**config.mk**
```make
export PLATFORM = sky130hd
export DESIGN_NAME = sckc_clock_ctrl
export DESIGN_NICKNAME = d
export VERILOG_FILES = /design/src/pkg/sckc_pkg.sv /design/src/logic/sckc_clock_ctrl.sv
export VERILOG_INCLUDE_DIRS = /design/src /design/src/pkg
export SDC_FILE = /design/constraint.sdc
export NUM_CORES = 1
export LEC_CHECK = 0
export ABC_AREA = 1
export BUFFER_PORTS_ARGS = -buffer_cell sky130_fd_sc_hd__buf_2
export CORE_ASPECT_RATIO = 0.7
export CORE_UTILIZATION = 50
export DETAILED_ROUTE_END_ITERATION = 7
export GPL_TIMING_DRIVEN = 0
export PLACE_DENSITY = 0.76
export SETUP_SLACK_MARGIN = 0.05
export SYNTH_ARGS = -nofsm -noshare
export SYNTH_HDL_FRONTEND = slang
export SYNTH_SLANG_ARGS = --single-unit
```
**constraint.sdc**
```tcl
create_clock -name CLOCK -period 1.9 [get_ports CLOCK]
set_input_delay 0.285 -clock CLOCK [delete_from_list [all_inputs] [get_ports CLOCK]]
set_output_delay 0.285 -clock CLOCK [all_outputs]
set_load 0.01 [all_outputs]
```
**src/pkg/sckc_regs.svh**
```systemverilog
// Purpose: Register offsets, field positions, reset values and timing counts of the clock control block
// Assumes: APB byte addresses; printed offsets that are not multiples of four are indexes times four
// Notes:   Definitions only
`ifndef SCKC_REGS_SVH
`define SCKC_REGS_SVH
`define SCKC_PLL_IDX      8'h29
`define SCKC_ADDR_PLL     12'h0a4
`define SCKC_ADDR_TRIM    12'h000
`define SCKC_ADDR_DIV     12'h004
`define SCKC_ADDR_CORE    12'h008
`define SCKC_DIV_CE_BIT   7
`define SCKC_DIV_SEL_MAX  4'h8
`define SCKC_DIV8_SEL     4'h3
`define SCKC_WINDOW       3'h4
`define SCKC_PLL_FACTOR_MIN     4'h2
`define SCKC_PLL_FACTOR_MAX     4'h6
`define SCKC_PLL_FACTOR_RST     4'h4
`define SCKC_CORE_FUSE_BIT 3
`define SCKC_CORE_RCSEL_BIT 2
`define SCKC_CORE_MASK    8'h1f
`endif

```
**src/pkg/sckc_pkg.sv**
```systemverilog
// Purpose: Types shared by the clock control block
// Assumes: Constants live in sckc_regs.svh
// Notes:   None
package sckc_pkg;
  typedef struct packed
  {
    logic        psel;
    logic        penable;
    logic        pwrite;
    logic [11:0] paddr;
    logic [31:0] pwdata;
  } sckc_apb_req_s;

  typedef struct packed
  {
    logic        pready;
    logic        pslverr;
    logic [31:0] prdata;
  } sckc_apb_rsp_s;

  typedef struct packed
  {
    logic [7:0] trim;
    logic       ce;
    logic [2:0] win;
    logic [3:0] div_sel;
    logic [3:0] div_eff;
    logic [3:0] pll_factor;
    logic [3:0] pll_factor_eff;
    logic       pll_enable;
    logic [4:0] core;
    logic [7:0] cnt;
    logic       clk_en;
    logic       psc_pll_en;
    logic       loaded;
    sckc_apb_rsp_s rsp;
  } sckc_state_s;
endpackage

```
**src/logic/sckc_clock_ctrl.sv**
```systemverilog
// Purpose: Trim, protected system clock divider, PLL control/status and core control register
// Assumes: Fuse and factory trim inputs are stable across reset release
// Notes:   Divided clock is given as a one-cycle enable pulse on the master clock
//
// The implementer's own choice: the APB slave port.
`timescale 1ns/100ps
`include "sckc_regs.svh"
module sckc_clock_ctrl
(
  input  wire logic                   CLOCK,
  input  wire logic                   RST,
  input  wire sckc_pkg::sckc_apb_req_s APB_REQ,
  output      sckc_pkg::sckc_apb_rsp_s APB_RSP,
  input  wire logic [7:0]             FACTORY_TRIM,
  input  wire logic                   DIV8_FUSE,
  input  wire logic                   CLOCK_SELECT_FUSE_BIT2_FUSE,
  input  wire logic                   PLL_IS_SYSCLK,
  input  wire logic                   PLL_LOCKED,
  input  wire logic                   RC_RUNNING,
  output      logic [7:0]             TRIM_OUT,
  output      logic                   SYS_CLK_EN,
  output      logic                   PLL_ON,
  output      logic [3:0]             PLL_MULT_CODE,
  output      logic                   RC_START,
  output      logic                   PSC_PLL_EN,
  output      logic                   RC_FREQ_1MHZ
);
  import sckc_pkg::*;

  sckc_state_s s;
  sckc_state_s next_s;

  // Divider period mask for code 0..8
  function automatic logic [7:0] div_mask(input logic [3:0] code);
    div_mask = 8'((9'h001 << code) - 9'h001);
  endfunction

  ////////////////////////////////////////////////////////////////////////
  // Next state
  always_comb
  begin
    logic       wr;
    logic [7:0] wd;
    logic       pll_en_rd;
    next_s = s;
    wr = APB_REQ.psel & APB_REQ.penable & APB_REQ.pwrite;
    wd = APB_REQ.pwdata[7:0];
    pll_en_rd = s.pll_enable | PLL_IS_SYSCLK;
    // Straps are caught on the first clock after reset release
    if (!s.loaded)
    begin
      next_s.loaded  = 1'b1;
      next_s.trim    = FACTORY_TRIM;
      next_s.div_sel = DIV8_FUSE ? `SCKC_DIV8_SEL : 4'h0;
      next_s.div_eff = next_s.div_sel;
      next_s.core[`SCKC_CORE_FUSE_BIT] = CLOCK_SELECT_FUSE_BIT2_FUSE;
    end
    // Window countdown starts the cycle after the enabling write
    if (s.ce)
    begin
      next_s.win = s.win - 3'h1;
      if (s.win == 3'h1)
        next_s.ce = 1'b0;
    end
    next_s.rsp = '0;
    if (APB_REQ.psel & APB_REQ.penable & ~s.rsp.pready)
    begin
      next_s.rsp.pready = 1'b1;
      unique case (APB_REQ.paddr)
        `SCKC_ADDR_TRIM:
        begin
          if (wr)
            next_s.trim = wd;
          next_s.rsp.prdata = {24'h0, s.trim};
        end
        `SCKC_ADDR_DIV:
        begin
          if (wr && wd == 8'h80 && !s.ce)
          begin
            next_s.ce  = 1'b1;
            next_s.win = `SCKC_WINDOW;
          end
          else if (wr && !wd[`SCKC_DIV_CE_BIT] && s.ce)
          begin
            next_s.ce      = 1'b0;
            next_s.div_sel = wd[3:0];
            if (wd[3:0] <= `SCKC_DIV_SEL_MAX)
              next_s.div_eff = wd[3:0];
          end
          // A repeat enable write falls through unchanged
          next_s.rsp.prdata = {24'h0, s.ce, 3'h0, s.div_sel};
        end
        `SCKC_ADDR_PLL:
        begin
          if (wr)
          begin
            next_s.pll_factor = wd[5:2];
            if (wd[5:2] >= `SCKC_PLL_FACTOR_MIN && wd[5:2] <= `SCKC_PLL_FACTOR_MAX)
              next_s.pll_factor_eff = wd[5:2];
            next_s.pll_enable = wd[1];
          end
          next_s.rsp.prdata = {24'h0, 2'h0, s.pll_factor, pll_en_rd, PLL_LOCKED};
        end
        `SCKC_ADDR_CORE:
        begin
          if (wr)
            next_s.core = wd[4:0];
          next_s.rsp.prdata = {24'h0, 3'h0, s.core};
        end
        default:
          next_s.rsp.pslverr = 1'b1;
      endcase
    end
    // RC select is forced low while the RC oscillator stands and the PLL is not enabled
    if (!RC_RUNNING && !s.pll_enable)
      next_s.core[`SCKC_CORE_RCSEL_BIT] = 1'b0;
    // Divider: new code takes effect the cycle after the write, mid-period, so a short pulse period can occur
    if ((s.cnt & div_mask(s.div_eff)) == div_mask(s.div_eff))
    begin
      next_s.cnt    = 8'h00;
      next_s.clk_en = 1'b1;
    end
    else
    begin
      next_s.cnt    = s.cnt + 8'h01;
      next_s.clk_en = 1'b0;
    end
    next_s.psc_pll_en = (s.pll_enable | PLL_IS_SYSCLK) & PLL_LOCKED;
  end

  ////////////////////////////////////////////////////////////////////////
  // State register
  always_ff @(posedge CLOCK or posedge RST)
  begin
    if (RST)
    begin
      s          <= '0;
      s.pll_factor     <= `SCKC_PLL_FACTOR_RST;
      s.pll_factor_eff <= `SCKC_PLL_FACTOR_RST;
    end
    else
      s <= next_s;
  end

  ////////////////////////////////////////////////////////////////////////
  // Outputs straight from the state flops
  always_comb
  begin
    APB_RSP       = s.rsp;
    TRIM_OUT      = s.trim;
    SYS_CLK_EN    = s.clk_en;
    PLL_ON        = s.pll_enable;
    PLL_MULT_CODE = s.pll_factor_eff;
    RC_START      = s.pll_enable;
    PSC_PLL_EN    = s.psc_pll_en;
    RC_FREQ_1MHZ  = s.core[`SCKC_CORE_RCSEL_BIT];
  end
endmodule // sckc_clock_ctrl

```
==> impl_metrics.csv <==
group,metric,value,unit
grt,grt_use_total,21.7,%
hold_path,hp-class,"in2reg",
hold_path,hp-start,"PLL_LOCKED",
place,gp_congestion,0.856,
power,p_int,1800,uW
grt,grt_pass1_vias,2522,
status,status,"complete, but fails checks",
place,place_inst,562,
timing,post-route-period-util,92.4,%
timing,min_period,1.76,ns
final_layout,layout.cells.non_filler,575,
place,place.detailed.hpwl,5370,um
drt,drt_pass1_iterations,7,
status,violations,"DRC",
final_layout,final_nets,562,
clock_network,clockBufferDepth,2,
clock_network,clock_latency,0.31,ns
synthesis,syn_area,3220,um^2
clock_network,cts_root_buf,"clkbuf_8",
synthesis,ys_warn_count,0,
grt,grt_overflow,0,
power,p_leak,0.00217,uW
drt,drt-initial-drc-count,205,
place,portBuffers,64,
final_layout,ff_latch_area,1380,um^2
power,clockPowerShare,26.0,%
grt,grt_antenna_before_repair,0,
die,initial_core_util,51.8,%
hold_path,min_to,"PSC_PLL_EN",
setup_path,crit_type,"reg2reg",
timing,fin_skew,0.0137,ns
synthesis,yosys_most_used_dff,"dfrtp_1",
setup_path,cp.required,2.14,ns
power,p_sw_share,29.5,%
place,post-place-ws,-0.00650,ns
timing,hold_violations,0,
setup_path,r2r_start,"s[59]",
drt,vias,2805,
synthesis,syn_avg_cell_area,8.13,um^2
timing,clock.fmax,0.569,GHz
clock_network,h-tree-depth,2,
setup_path,crit_fanout,5,
final_layout,drive_gt1_share,33.4,%
die,fp.dieW,97.9,um
synthesis,synthCells,396,
drt,drc_errors,7,
synthesis,synth-seq-cells,55,
final_layout,nFillCells,509,
power,p_comb_share,21.8,%
die,coreArea,6220,um^2
die,dieArea,6770,um^2
die,dieHeight,69.1,um
drt,ant_nets,0,
die,rows,24,
die,pin_count,113,
power,vdd.ir_drop.worst,0.330,mV
final_layout,area_growth,21.0,%
power,p_switching,756,uW
setup_path,end_kind,"flip-flop",
clock_network,tritoncts,"yes",
power,p_per_area,657,nW/um^2
final_layout,multi_input_area,1410,um^2
setup_path,reg2reg_slack,0.14,ns
clock_network,clock-sinks,55,
timing,rsz0062_at_grt,"false",
setup_path,setup.worst_path.start_class,"flip-flop",
synthesis,synth_cell_types,30,
synthesis,synth_edf_count,0,
grt,grt_pass1_wl,11500,um
synthesis,async_flop_share,100,%
synthesis,yosysSeqAreaShare,42.8,%
clock_network,clkTransAtPathRegs,0.10,ns
final_layout,n_antenna_cell,0,
timing,finalSetupViolCount,0,
setup_path,arrival,1.99,ns
hold_path,min_path_cells,3,
synthesis,yosys.area.top_type_share,41.2,%
drt,wl_per_cell,12.2,um
drt,finalWirelength,7000,um
grt,grt_start_max_net_pins,43,
setup_path,r2r_cells,9,
synthesis,synth_top_area_cell,"dfrtp_1",
timing,slew_violations,0,
power,p_seq_share,52.2,%
setup_path,r2r-end,"s[40]",
drt,via_per_inst,4.88,
synthesis,ys_top_cells_by_area,"dfrtp_1 41%, buf_4 11%, nand2_1 7.7%, nor2_1 5.2%, nand3_1 5.0%",
flow_run,timing.max_cap.violations,0,
clock_network,cts_buffers,5,
timing,final.setup.worst_slack,0.144,ns
==> synthesized netlist by cell type, drive strengths merged, types with 3 or more instances <==
cell / number
a21oi: 13
mux2i: 9
buf: 52
nand4: 8
inv: 43
nor2: 60
o21ai: 28
or2: 3
ha: 4
dfrtp: 53
nand2: 73
xor2: 5
nand3: 32
==> worst max-delay path by stage <==
stage / end / cells past startpoint / start / slack (ns)
floorplan: s[37] / 9 / s[62] / 0.26
global placement: s[68] / 2 / RST / -0.38
detailed placement: s[40] / 9 / s[62] / -0.006
CTS: s[40] / 9 / s[62] / 0.07
global route: s[39] / 9 / s[61] / 0.04
finish: s[40] / 9 / s[59] / 0.14
==> registers in the layout, summed over array words and instances (netlist names) <==
register,flops
s,29
APB_RSP,10
TRIM_OUT,8
PLL_MULT_CODE,4
PLL_ON,1
PSC_PLL_EN,1
RC_FREQ_1MHZ,1
SYS_CLK_EN,1
==> cell families (layout without fill, tap and decap cells) <==
| kind of cell | count (synthesis) | after routing | share of synthesized area (%) |
|---|---|---|---|
| AND/OR/NAND/NOR | 180 | 181 | 26.6 |
| buffers and inverters | 95 | 172 | 17.0 |
| flip-flops | 55 | 55 | 42.8 |
| AO/OA/AOI/OAI | 44 | 44 | 7.07 |
| multiplexers | 9 | 9 | 2.80 |
| XOR/XNOR | 7 | 7 | 1.90 |
| adder cells (fa/ha/maj) | 4 | 4 | 1.55 |
| other | 2 | 25 | 0.233 |
==> layout by cell type (no fill, tap or decap), drive strengths merged, types with 2 or more instances in the layout <==
cell	n
buf	120
nand2	73
nor2	61
dfrtp	53
inv	43
nand3	32
o21ai	28
conb	25
a21oi	13
mux2i	9
nand4	8
clkbuf	7
xor2	5
ha	4
or2	3
dfstp	2
o21a	2
nor3	2
xnor2	2
==> power by group through the flow <==
stage               Clock, uW  Sequential (uW)  Combinational [uW]
floorplan                   0             1340                 360
global placement            0             1360                 489
detailed placement          0             1360                 508
CTS                       686             1340                 519
global route              726             1350                 625
finish                    666             1340                 557
==> repair_timing <==
action | CTS | global route
endpoints found under the setup margin | 8 | 9
hold buffers | 1 | 0
resized for setup | 1 | 6
endpoints found under the hold margin | 13 | 0
pin swaps | 0 | 2
buffers inserted | 0 | 3
gates cloned | 0 | 1
==> critical path, stage by stage, from the launching register on <==
cell and delay (ns):
dfrtp_1 0.44, nor2_1 0.15, nand2_1 0.08, ha_1 0.29, or2_2 0.29, nand3_1 0.10
nor2_2 0.04, nand3_2 0.12, nor2_4 0.07, nor2_1 0.10
==> stage by stage <==
step | instance area (um^2) | hold WS (ns) | setup TNS [ns] | util (%) | power [uW]
finish | 3900 | 0.205 | 0 | 62.7 | 2560
global route | 3900 | 0.192 | 0 | 62.7 | 2700
CTS | 3850 | 0.200 | 0 | 61.9 | 2540
detailed placement | 3740 | 0.253 | -0.00650 | 60.2 | 1870
global placement | 3720 | 0.471 | -20.15 | 59.9 | 1850
floorplan | 3310 | 0.391 | 0 | - | 1700
==> area by class of cell <==
| class | instances | share of cell area [%] |
|---|---|---|
| Sequential cell | 55 | 35.5 |
| Buffer | 52 | 9.92 |
| Inverter | 43 | 4.14 |
| Clock inverter | 1 | 0.128 |
| Multi-Input combinational cell | 270 | 36.1 |
| Tap cell | 78 | 2.50 |
| Timing Repair Buffer | 69 | 9.57 |
| Clock buffer | 7 | 2.22 |
==> routing by layer <==
layer / wire length, um / global-route usage, % / up-vias
met2: 3030 / 33.0 / 142
met4: 93 / 6.73 / 0
met1: 3240 / 30.9 / 1260
met3: 639 / 4.56 / 12
met5: 0 / 0 / -
li1: - / - / 1391
Power figures use the tool's default switching activity.
